## src/rtl/ted_pkg.sv

```systemverilog
package ted_pkg;

    // ----------------------------------------------------------------
    // Register map (word index, byte address is four times the index)
    // ----------------------------------------------------------------
    localparam int          ADDR_W       = 12;
    localparam int          IDX_W        = 10;
    localparam logic [9:0]  IDX_LEVEL    = 10'h043;
    localparam logic [9:0]  IDX_WIDTH    = 10'h044;
    localparam logic [9:0]  IDX_WAIT     = 10'h045;
    localparam logic [9:0]  IDX_WINDOW   = 10'h046;
    localparam logic [9:0]  IDX_SETUP    = 10'h047;
    localparam logic [9:0]  IDX_STATUS   = 10'h060;
    localparam logic [9:0]  IDX_MASK     = 10'h061;
    localparam logic [9:0]  IDX_STATE    = 10'h062;

    localparam logic [7:0]  REG_RST      = 8'h00;
    localparam logic [7:0]  SETUP_MASK   = 8'h07;
    localparam int          SETUP_TRIPLE = 2;
    localparam int          SETUP_AXIS   = 0;

    // ----------------------------------------------------------------
    // Axis codes and events
    // ----------------------------------------------------------------
    localparam logic [1:0]  AXIS_X       = 2'h0;
    localparam logic [1:0]  AXIS_Y       = 2'h1;
    localparam logic [1:0]  AXIS_Z       = 2'h2;
    localparam logic [1:0]  AXIS_NONE    = 2'h3;
    localparam int          EVT_W        = 3;
    localparam int          EVT_SINGLE   = 0;
    localparam int          EVT_DOUBLE   = 1;
    localparam int          EVT_TRIPLE   = 2;

    // ----------------------------------------------------------------
    // Threshold scale; cap is twice the range in g, in 500 mg steps
    // ----------------------------------------------------------------
    localparam int          LEVEL_MG     = 500;
    localparam logic [7:0]  CAP_RANGE0   = 8'h10;
    localparam logic [7:0]  CAP_RANGE1   = 8'h20;
    localparam logic [7:0]  CAP_RANGE2   = 8'h40;

    // ----------------------------------------------------------------
    // Timing
    // ----------------------------------------------------------------
    localparam int          CLK_NS       = 8;
    localparam int          WIDTH_STEP_NS  = 625000;
    localparam int          REPEAT_STEP_NS = 1250000;
    localparam int          WIDTH_STEP_CYC = WIDTH_STEP_NS / CLK_NS;
    localparam int          REPEAT_STEP_CYC = REPEAT_STEP_NS / CLK_NS;

    localparam logic [1:0]  RESP_OKAY    = 2'h0;
    localparam logic [1:0]  RESP_SLVERR  = 2'h2;

    typedef enum logic [2:0] {
        ST_IDLE    = 3'b000,
        ST_PULSE   = 3'b001,
        ST_LATENCY = 3'b010,
        ST_WINDOW  = 3'b011,
        ST_REJECT  = 3'b100
    } ted_state_e;

endpackage

```

## src/rtl/ted_axis_level.sv

```systemverilog
module ted_axis_level
    import ted_pkg::*;
#(
    parameter int ACC_W = 16
) (
    // Clock and reset
    input  wire logic             aclk,
    input  wire logic             aresetn,
    // Samples, signed, in mg
    input  wire logic             smp_valid,
    input  wire logic [ACC_W-1:0] acc_x,
    input  wire logic [ACC_W-1:0] acc_y,
    input  wire logic [ACC_W-1:0] acc_z,
    // Setup
    input  wire logic [1:0]       axis,
    input  wire logic [7:0]       level,
    input  wire logic [1:0]       meas_range,
    // Result
    output logic                  hit_valid,
    output logic                  above
);

    logic [ACC_W-1:0] sel;
    logic [ACC_W:0]   mag;
    logic [7:0]       cap;
    logic [7:0]       impact_level_limit;
    logic [17:0]      lim_mg;

    always_comb begin
        sel = acc_x;
        if (axis == AXIS_Y) begin
            sel = acc_y;
        end else if (axis == AXIS_Z) begin
            sel = acc_z;
        end
        // Unsigned magnitude; one extra bit keeps the most negative code
        if (sel[ACC_W-1]) begin
            mag = (ACC_W+1)'(0) - {1'b1, sel};
        end else begin
            mag = {1'b0, sel};
        end
        case (meas_range)
            2'h0:    cap = CAP_RANGE0;
            2'h1:    cap = CAP_RANGE1;
            default: cap = CAP_RANGE2;
        endcase
        impact_level_limit = (level > cap) ? cap : level;
        lim_mg = 18'(impact_level_limit) * 18'(LEVEL_MG);
    end

    always_ff @(posedge aclk) begin
        if (!aresetn) begin
            hit_valid <= 1'b0;
            above     <= 1'b0;
        end else begin
            hit_valid <= smp_valid && (axis != AXIS_NONE);
            above     <= (18'(mag) > lim_mg) && (level != 8'h00);
        end
    end

endmodule

```

## src/rtl/ted_tap_detect.sv

```systemverilog
// Added by the designer: register access over AXI4-Lite.
module ted_tap_detect
    import ted_pkg::*;
#(
    parameter int          ACC_W           = 16,
    parameter int unsigned WIDTH_STEP_CYC  = ted_pkg::WIDTH_STEP_CYC,
    parameter int unsigned REPEAT_STEP_CYC = ted_pkg::REPEAT_STEP_CYC
) (
    // Clock and reset
    input  wire logic              aclk,
    input  wire logic              aresetn,
    // AXI4-Lite write address
    input  wire logic [ADDR_W-1:0] s_axi_awaddr,
    input  wire logic              s_axi_awvalid,
    output logic                   s_axi_awready,
    // AXI4-Lite write data
    input  wire logic [31:0]       s_axi_wdata,
    input  wire logic [3:0]        s_axi_wstrb,
    input  wire logic              s_axi_wvalid,
    output logic                   s_axi_wready,
    // AXI4-Lite write response
    output logic [1:0]             s_axi_bresp,
    output logic                   s_axi_bvalid,
    input  wire logic              s_axi_bready,
    // AXI4-Lite read address
    input  wire logic [ADDR_W-1:0] s_axi_araddr,
    input  wire logic              s_axi_arvalid,
    output logic                   s_axi_arready,
    // AXI4-Lite read data
    output logic [31:0]            s_axi_rdata,
    output logic [1:0]             s_axi_rresp,
    output logic                   s_axi_rvalid,
    input  wire logic              s_axi_rready,
    // Acceleration samples, signed mg
    input  wire logic              smp_valid,
    input  wire logic [ACC_W-1:0]  acc_x,
    input  wire logic [ACC_W-1:0]  acc_y,
    input  wire logic [ACC_W-1:0]  acc_z,
    input  wire logic [1:0]        meas_range,
    // Events
    output logic [EVT_W-1:0]       tap_event,
    output logic                   irq
);

    // ----------------------------------------------------------------
    // Declarations
    // ----------------------------------------------------------------
    logic [7:0]        impact_level_reg;
    logic [7:0]        impact_max_width_reg;
    logic [7:0]        repeat_wait_reg;
    logic [7:0]        repeat_window_reg;
    logic [7:0]        impact_setup_reg;
    logic [EVT_W-1:0]  evt_status;
    logic [EVT_W-1:0]  evt_mask;

    logic              aw_held;
    logic              w_held;
    logic [IDX_W-1:0]  aw_idx;
    logic [31:0]       w_data;
    logic              w_lane0;
    logic              wr_do;
    logic              wr_hit;
    logic              wr_en;
    logic [IDX_W-1:0]  ar_idx;
    logic [31:0]       rd_val;
    logic              rd_hit;

    ted_state_e        state;
    logic [1:0]        taps;
    logic [8:0]        phase_cnt;
    logic              hit_valid;
    logic              above;
    logic              tick_width;
    logic              tick_repeat;
    logic              clr_width;
    logic              clr_repeat;
    logic              cfg_ok;
    logic              triple_en;
    logic [1:0]        axis;
    logic              tap_done;
    logic [1:0]        next_taps;
    logic [EVT_W-1:0]  next_event;
    logic [EVT_W-1:0]  status_clr;

    assign triple_en = impact_setup_reg[SETUP_TRIPLE];
    assign axis      = impact_setup_reg[SETUP_AXIS +: 2];

    // ----------------------------------------------------------------
    // Write channel
    // ----------------------------------------------------------------
    // Address and data are held apart, so either may come first
    assign s_axi_awready = !aw_held && !s_axi_bvalid;
    assign s_axi_wready  = !w_held && !s_axi_bvalid;
    assign wr_do         = aw_held && w_held;

    always_ff @(posedge aclk) begin
        if (!aresetn) begin
            aw_held <= 1'b0;
            aw_idx  <= '0;
        end else if (s_axi_awvalid && s_axi_awready) begin
            aw_held <= 1'b1;
            aw_idx  <= s_axi_awaddr[ADDR_W-1:2];
        end else if (wr_do) begin
            aw_held <= 1'b0;
        end
    end

    always_ff @(posedge aclk) begin
        if (!aresetn) begin
            w_held  <= 1'b0;
            w_data  <= '0;
            w_lane0 <= 1'b0;
        end else if (s_axi_wvalid && s_axi_wready) begin
            w_held  <= 1'b1;
            w_data  <= s_axi_wdata;
            w_lane0 <= s_axi_wstrb[0];
        end else if (wr_do) begin
            w_held <= 1'b0;
        end
    end

    always_comb begin
        if (aw_idx == IDX_LEVEL || aw_idx == IDX_WIDTH) begin
            wr_hit = 1'b1;
        end else if (aw_idx == IDX_WAIT || aw_idx == IDX_WINDOW) begin
            wr_hit = 1'b1;
        end else if (aw_idx == IDX_SETUP || aw_idx == IDX_STATUS) begin
            wr_hit = 1'b1;
        end else if (aw_idx == IDX_MASK || aw_idx == IDX_STATE) begin
            wr_hit = 1'b1;
        end else begin
            wr_hit = 1'b0;
        end
    end

    // Only byte lane 0 carries register bits
    assign wr_en = wr_do && w_lane0;

    always_ff @(posedge aclk) begin
        if (!aresetn) begin
            s_axi_bvalid <= 1'b0;
            s_axi_bresp  <= RESP_OKAY;
        end else if (wr_do) begin
            s_axi_bvalid <= 1'b1;
            s_axi_bresp  <= wr_hit ? RESP_OKAY : RESP_SLVERR;
        end else if (s_axi_bready) begin
            s_axi_bvalid <= 1'b0;
        end
    end

    // ----------------------------------------------------------------
    // Configuration registers
    // ----------------------------------------------------------------
    always_ff @(posedge aclk) begin
        if (!aresetn) begin
            impact_level_reg     <= REG_RST;
            impact_max_width_reg <= REG_RST;
            repeat_wait_reg      <= REG_RST;
            repeat_window_reg    <= REG_RST;
            impact_setup_reg     <= REG_RST;
        end else if (wr_en) begin
            if (aw_idx == IDX_LEVEL) begin
                impact_level_reg <= w_data[7:0];
            end else if (aw_idx == IDX_WIDTH) begin
                impact_max_width_reg <= w_data[7:0];
            end else if (aw_idx == IDX_WAIT) begin
                repeat_wait_reg <= w_data[7:0];
            end else if (aw_idx == IDX_WINDOW) begin
                repeat_window_reg <= w_data[7:0];
            end else if (aw_idx == IDX_SETUP) begin
                // Reserved bits stay zero
                impact_setup_reg <= w_data[7:0] & SETUP_MASK;
            end
        end
    end

    always_ff @(posedge aclk) begin
        if (!aresetn) begin
            evt_mask <= '0;
        end else if (wr_en && aw_idx == IDX_MASK) begin
            evt_mask <= w_data[EVT_W-1:0];
        end
    end

    // ----------------------------------------------------------------
    // Read channel
    // ----------------------------------------------------------------
    assign s_axi_arready = !s_axi_rvalid;
    assign ar_idx        = s_axi_araddr[ADDR_W-1:2];

    always_comb begin
        rd_hit = 1'b1;
        rd_val = '0;
        if (ar_idx == IDX_LEVEL) begin
            rd_val[7:0] = impact_level_reg;
        end else if (ar_idx == IDX_WIDTH) begin
            rd_val[7:0] = impact_max_width_reg;
        end else if (ar_idx == IDX_WAIT) begin
            rd_val[7:0] = repeat_wait_reg;
        end else if (ar_idx == IDX_WINDOW) begin
            rd_val[7:0] = repeat_window_reg;
        end else if (ar_idx == IDX_SETUP) begin
            rd_val[7:0] = impact_setup_reg;
        end else if (ar_idx == IDX_STATUS) begin
            rd_val[EVT_W-1:0] = evt_status;
        end else if (ar_idx == IDX_MASK) begin
            rd_val[EVT_W-1:0] = evt_mask;
        end else if (ar_idx == IDX_STATE) begin
            rd_val[4:0] = {taps, state};
        end else begin
            rd_hit = 1'b0;
        end
    end

    always_ff @(posedge aclk) begin
        if (!aresetn) begin
            s_axi_rvalid <= 1'b0;
            s_axi_rdata  <= '0;
            s_axi_rresp  <= RESP_OKAY;
        end else if (s_axi_arvalid && s_axi_arready) begin
            s_axi_rvalid <= 1'b1;
            s_axi_rdata  <= rd_val;
            s_axi_rresp  <= rd_hit ? RESP_OKAY : RESP_SLVERR;
        end else if (s_axi_rready) begin
            s_axi_rvalid <= 1'b0;
        end
    end

    // ----------------------------------------------------------------
    // Magnitude and time bases
    // ----------------------------------------------------------------
    ted_axis_level #(
        .ACC_W      (ACC_W)
    ) u_level (
        .aclk       (aclk),
        .aresetn    (aresetn),
        .smp_valid  (smp_valid),
        .acc_x      (acc_x),
        .acc_y      (acc_y),
        .acc_z      (acc_z),
        .axis       (axis),
        .level      (impact_level_reg),
        .meas_range (meas_range),
        .hit_valid  (hit_valid),
        .above      (above)
    );

    // Dividers restart at each phase so no step is cut short
    assign clr_width  = (state != ST_PULSE);
    assign clr_repeat = (state != ST_LATENCY && state != ST_WINDOW)
                        || (state == ST_LATENCY && tick_repeat
                            && phase_cnt == 9'(repeat_wait_reg) - 9'h001);

    ted_tick_div #(
        .PERIOD  (WIDTH_STEP_CYC)
    ) u_width_tick (
        .aclk    (aclk),
        .aresetn (aresetn),
        .clr     (clr_width),
        .tick    (tick_width)
    );

    ted_tick_div #(
        .PERIOD  (REPEAT_STEP_CYC)
    ) u_repeat_tick (
        .aclk    (aclk),
        .aresetn (aresetn),
        .clr     (clr_repeat),
        .tick    (tick_repeat)
    );

    // ----------------------------------------------------------------
    // Tap sequencer
    // ----------------------------------------------------------------
    assign cfg_ok    = (impact_level_reg != 8'h00)
                       && (axis != AXIS_NONE);
    assign tap_done  = hit_valid && !above;
    assign next_taps = taps + 2'h1;

    always_ff @(posedge aclk) begin
        if (!aresetn) begin
            state     <= ST_IDLE;
            taps      <= 2'h0;
            phase_cnt <= '0;
        end else if (!cfg_ok) begin
            state     <= ST_IDLE;
            taps      <= 2'h0;
            phase_cnt <= '0;
        end else begin
            case (state)
                ST_IDLE: begin
                    taps      <= 2'h0;
                    phase_cnt <= '0;
                    if (hit_valid && above) begin
                        state <= ST_PULSE;
                    end
                end
                ST_PULSE: begin
                    if (tick_width
                        && phase_cnt == 9'(impact_max_width_reg)) begin
                        state <= ST_REJECT;
                    end else if (tap_done) begin
                        phase_cnt <= '0;
                        if (repeat_wait_reg == 8'h00) begin
                            state <= ST_IDLE;
                        end else if (taps == 2'h0
                                     || (taps == 2'h1 && triple_en)) begin
                            taps  <= next_taps;
                            state <= ST_LATENCY;
                        end else begin
                            state <= ST_IDLE;
                        end
                    end else if (tick_width) begin
                        phase_cnt <= phase_cnt + 9'h001;
                    end
                end
                ST_REJECT: begin
                    // Too long a pulse ends the sequence once it falls
                    if (tap_done) begin
                        state <= ST_IDLE;
                    end
                end
                ST_LATENCY: begin
                    // Samples in this phase are ignored on purpose
                    if (tick_repeat) begin
                        if (phase_cnt == 9'(repeat_wait_reg) - 9'h001) begin
                            phase_cnt <= '0;
                            state     <= (repeat_window_reg == 8'h00)
                                         ? ST_IDLE : ST_WINDOW;
                        end else begin
                            phase_cnt <= phase_cnt + 9'h001;
                        end
                    end
                end
                ST_WINDOW: begin
                    if (hit_valid && above) begin
                        phase_cnt <= '0;
                        state     <= ST_PULSE;
                    end else if (tick_repeat) begin
                        if (phase_cnt == 9'(repeat_window_reg)
                                         - 9'h001) begin
                            state <= ST_IDLE;
                        end else begin
                            phase_cnt <= phase_cnt + 9'h001;
                        end
                    end
                end
                default: begin
                    state <= ST_IDLE;
                end
            endcase
        end
    end

    // ----------------------------------------------------------------
    // Events
    // ----------------------------------------------------------------
    always_comb begin
        next_event = '0;
        if (cfg_ok && state == ST_PULSE && tap_done
            && !(tick_width && phase_cnt == 9'(impact_max_width_reg))) begin
            if (taps == 2'h0) begin
                next_event[EVT_SINGLE] = 1'b1;
            end else if (taps == 2'h1) begin
                next_event[EVT_DOUBLE] = 1'b1;
            end else begin
                next_event[EVT_TRIPLE] = triple_en;
            end
        end
    end

    always_ff @(posedge aclk) begin
        if (!aresetn) begin
            tap_event <= '0;
        end else begin
            tap_event <= next_event;
        end
    end

    // ----------------------------------------------------------------
    // Interrupt status
    // ----------------------------------------------------------------
    assign status_clr = (wr_en && aw_idx == IDX_STATUS)
                        ? w_data[EVT_W-1:0] : '0;

    // A new event wins over a clear in the same cycle
    always_ff @(posedge aclk) begin
        if (!aresetn) begin
            evt_status <= '0;
        end else begin
            evt_status <= (evt_status & ~status_clr) | tap_event;
        end
    end

    always_ff @(posedge aclk) begin
        if (!aresetn) begin
            irq <= 1'b0;
        end else begin
            irq <= |(evt_status & evt_mask);
        end
    end

endmodule

```

## src/rtl/ted_tick_div.sv

```systemverilog
module ted_tick_div
    import ted_pkg::*;
#(
    parameter int unsigned PERIOD = 8
) (
    // Clock and reset
    input  wire logic aclk,
    input  wire logic aresetn,
    // Control
    input  wire logic clr,
    output logic      tick
);

    localparam int CW = $clog2(PERIOD + 1);
    localparam logic [CW-1:0] LAST = CW'(PERIOD - 1);

    logic [CW-1:0] cnt;

    // Restart on clear so a phase always spans whole steps
    always_ff @(posedge aclk) begin
        if (!aresetn || clr) begin
            cnt  <= '0;
            tick <= 1'b0;
        end else if (cnt == LAST) begin
            cnt  <= '0;
            tick <= 1'b1;
        end else begin
            cnt  <= cnt + CW'(1);
            tick <= 1'b0;
        end
    end

endmodule

```

## config.mk

```make
export PLATFORM = sky130hd
export DESIGN_NAME = ted_tap_detect
export DESIGN_NICKNAME = d
export VERILOG_FILES = /design/src/rtl/ted_pkg.sv /design/src/rtl/ted_axis_level.sv /design/src/rtl/ted_tap_detect.sv /design/src/rtl/ted_tick_div.sv
export SDC_FILE = /design/constraint.sdc
export NUM_CORES = 1
export LEC_CHECK = 0
export BUFFER_PORTS_ARGS = -buffer_cell sky130_fd_sc_hd__buf_2
export CORE_AREA = 5 5 165 127
export CTS_BUF_LIST = sky130_fd_sc_hd__clkbuf_4 sky130_fd_sc_hd__clkbuf_8 sky130_fd_sc_hd__clkbuf_16
export CTS_CLUSTER_DIAMETER = 30
export DETAILED_ROUTE_END_ITERATION = 7
export DIE_AREA = 0 0 170 132
export GPL_ROUTABILITY_DRIVEN = 0
export PLACE_DENSITY_LB_ADDON = 0.1
export RECOVER_POWER = 25
export SLEW_MARGIN = 20
export SYNTH_ARGS = -nofsm -noshare
export SYNTH_HDL_FRONTEND = slang
export SYNTH_SLANG_ARGS = --single-unit
```

## constraint.sdc

```tcl
create_clock -name aclk -period 5.9 [get_ports aclk]
set_input_delay 0.295 -clock aclk [delete_from_list [all_inputs] [get_ports aclk]]
set_output_delay 0.295 -clock aclk [all_outputs]
set_load 0.02 [all_outputs]
```

==> impl_metrics.env <==
export IMPL_root_buffer="clkbuf_16"
export IMPL_cts_tree="done"
export IMPL_ys_warnings_count=0
export IMPL_cp_end_kind="register"
export IMPL_numClockSinks=131
export IMPL_grt_max_degree=59
export IMPL_drc=0
export IMPL_clock_skew_ns=0.0116
export IMPL_grt_overflow=0
export IMPL_synth_area_um2=9420
export IMPL_final_layout_size_suffix_gt1_share_pct=16.9
export IMPL_avgRoutedWirePerCell_um=15.1
export IMPL_grt_pass1_wl_mm=37.4
export IMPL_cp_max_fo=7
export IMPL_yosys_cell_types_count=79
export IMPL_fin_crit_ns=5.64
export IMPL_violations="max-capacitance violations, max-slew violations"
export IMPL_hpwl_mm=17.6
export IMPL_crit_chain="ha_4 > nand4_1 > a2bb2oi_2 > buf_6 > nand2b_4 > fa_1 > fa_1 > fa_1 > fa_1 > inv_2 > ha_4 > a21boi_0 > o21ai_0 > a21o_1 > a211oi_2 > nor3b_2 > ha_1 > nand4_1 > nor2_2 > a221o_1 > nand3_1 > o21a_1 > a21oi_1"
export IMPL_drt_wl_total_mm=22.8
export IMPL_cts_hold_buf=0
export IMPL_worst_setup_path_type="reg -> reg"
export IMPL_die_height_um=132
export IMPL_powerDensity_nw_per_um2=204
export IMPL_grt_pass1_vias=7345
export IMPL_final_cells=1510
export IMPL_hold_viol=0
export IMPL_yosysTopAreaCell="dfxtp_1"
export IMPL_die_area_um2=22400
export IMPL_top_regs="u_repeat_tick.cnt: 18 flops, u_width_tick.cnt: 17 flops, aw_idx: 10 flops"
export IMPL_hold_ws_ns=0.0666
export IMPL_startpoint_type="register"
export IMPL_syn_to_final_growth_pct=17.0
export IMPL_start_util_pct=49.3
export IMPL_synth_most_common_cell="dfxtp_1"
export IMPL_ys_seq_area_share_pct=27.8
export IMPL_syn_area_per_cell_um2=8.37
export IMPL_p_int_mw=1.62
export IMPL_clock_latency_ns=0.41
export IMPL_synth_edff_count=0
export IMPL_worstPathRequired_ns=6.20
export IMPL_fmax_mhz=177
export IMPL_largest_reg_flops=18
export IMPL_p_sw_share_pct=27.8
export IMPL_fin_nets=1445
export IMPL_synth_top_cells_by_area="dfxtp_1 28%, mux2i_1 9.1%, ha_1 8.4%"
export IMPL_fin_crit_sh_pct=95.6
export IMPL_worstMarginPinSlew_ns=2.52
export IMPL_ant_nets=0
export IMPL_grt_setup_unrepaired="yes"
export IMPL_maxCapViolations=1
export IMPL_synth_top_area_share_pct=27.8
export IMPL_peakVddDrop_mv=0.154
export IMPL_drt_iter0_markers=601
export IMPL_cpPeakStageDelay_ns=0.56
export IMPL_cp_arrival_ns=5.94
export IMPL_p_seq_share_pct=40.9
export IMPL_setup_viol=0
export IMPL_numCtsBuffers=17
export IMPL_dp_cells=1477
export IMPL_dr_total_vias=8089
export IMPL_cts_path_max_buffers=2
export IMPL_placed_cell_area_um2=10300
export IMPL_routed_via_density=5.36
export IMPL_synthTopCellsByCount="131 x dfxtp_1, 130 x nor2_1, 95 x nand2_1"
export IMPL_ys_flop_type="dfxtp_1"
export IMPL_clock_power_share_pct=46.0
export IMPL_dieWidth_um=170
export IMPL_antenna_found_initial=0
export IMPL_cp_common_cell="fa_1"
export IMPL_status="finished, violations left"
export IMPL_slew_limit_headroom_pct=-67.9
export IMPL_comb_power_share_pct=13.0
export IMPL_grt_use_total_pct=19.9
export IMPL_path_clk_slew_ns=0.06
export IMPL_final_core_util_pct=57.7
export IMPL_core_area_um2=19100
export IMPL_async_flop_share_pct=0
export IMPL_drtPass1Iterations=7
export IMPL_portBuffers=105
export IMPL_fin_total_pwr_mw=2.25
export IMPL_max_flop_register="u_repeat_tick.cnt"
export IMPL_power_leakage_nw=4.54
export IMPL_critPathSlowestCell="fa_1"
export IMPL_rows=44
export IMPL_report_final_slew_viol_count=59
export IMPL_num_io_pins=163
export IMPL_syn_inst=1125
export IMPL_hp_class="in -> reg"
export IMPL_htree_levels=4
export IMPL_p_sw_mw=0.624
export IMPL_ys_ff_latch=131
export IMPL_n_antenna_cell=0
export IMPL_stdcell_area_um2=11000
[kinds of logic (layout without fill, tap and decap cells)]
family / after synthesis / count (layout) / share of synthesized area (%)
AO/OA/AOI/OAI: 185 / 185 / 13.1
XOR/XNOR: 93 / 93 / 8.65
adder cells (fa/ha/maj): 83 / 83 / 12.6
buffers and inverters: 141 / 242 / 7.12
flip-flops: 131 / 131 / 27.8
multiplexers: 90 / 90 / 9.62
other: 2 / 33 / 0.0797
AND/OR/NAND/NOR: 400 / 400 / 20.9
[worst paths after layout]
path / cells past startpoint / slack [ns] / from / to
max: 23 / 0.26 / impact_level_reg[5]$_SDFFE_PN0P_ / u_level.above$_SDFF_PN0_
max reg2reg: 23 / 0.26 / impact_level_reg[5]$_SDFFE_PN0P_ / u_level.above$_SDFF_PN0_
min: 2 / 0.07 / s_axi_rready / s_axi_rvalid$_SDFFE_PN0P_
min reg2reg: 2 / 0.45 / aw_idx[3]$_SDFFE_PN0P_ / aw_idx[3]$_SDFFE_PN0P_
[through the flow]
step	TNS (ns)	worst slack, ns
after detailed placement	-0.277	-0.277
after global routing	-0.0349	-0.0349
final	0	0.260
after floorplan	0	0.00766
after global placement	-0.120	-0.120
after CTS	0	0.000238
[power by group through the flow]
stage	Sequential, mW	Combinational (mW)	Clock (mW)
2_1_floorplan	0.937	0.201	0
3_3_place_gp	0.938	0.281	0
3_5_place_dp	0.938	0.284	0
4_1_cts	0.919	0.287	1.05
5_1_grt	0.920	0.328	1.10
6_report	0.919	0.293	1.03
[critical path, delay by kind of cell (launching register included)]
| kind | cells | cell delay [ns] |
|---|---|---|
| AO/OA/AOI/OAI | 8 | 1.43 |
| adder cells (fa/ha/maj) | 7 | 2.94 |
| buffers and inverters | 2 | 0.21 |
| flip-flops | 1 | 0.35 |
| AND/OR/NAND/NOR | 6 | 0.60 |
[cell type report]
type	instances	area [um^2]
Fill cell	1772	8090
Multi-Input combinational cell	884	6430
Sequential cell	131	2630
Timing Repair Buffer	147	820
Clock buffer	18	433
Tap cell	253	317
Inverter	63	236
Clock inverter	14	144
[per-layer routing]
metal  vias up  GRT usage [%]  share of wire, %
li1       4112              -                 -
met1      3743           32.2                53
met2       218           26.9                39
met3        16           3.90               7.4
met4         0           3.90              0.67
met5         -              0                 0
[placed cells by master, fill, tap and decap left out, drive strengths merged, types with 7 or more instances in the layout]
cell,instances
dfxtp,131
nor2,130
buf,129
nand2,95
mux2i,86
inv,70
a21oi,65
ha,63
xnor2,49
xor2,44
clkbuf,36
conb,33
nand3,29
o21ai,29
nor2b,25
nor4,24
a211oi,23
fa,20
nor3,19
and3,15
nand4,11
nand2b,11
or3,7
o21a,7
[what timing repair did]
action                                  CTS  global route
gates resized for setup                   6            28
pin swaps                                 0            23
endpoints found under the setup margin    1             1
buffers inserted                          0             2
No activity file was read; power rests on OpenSTA's default activity.
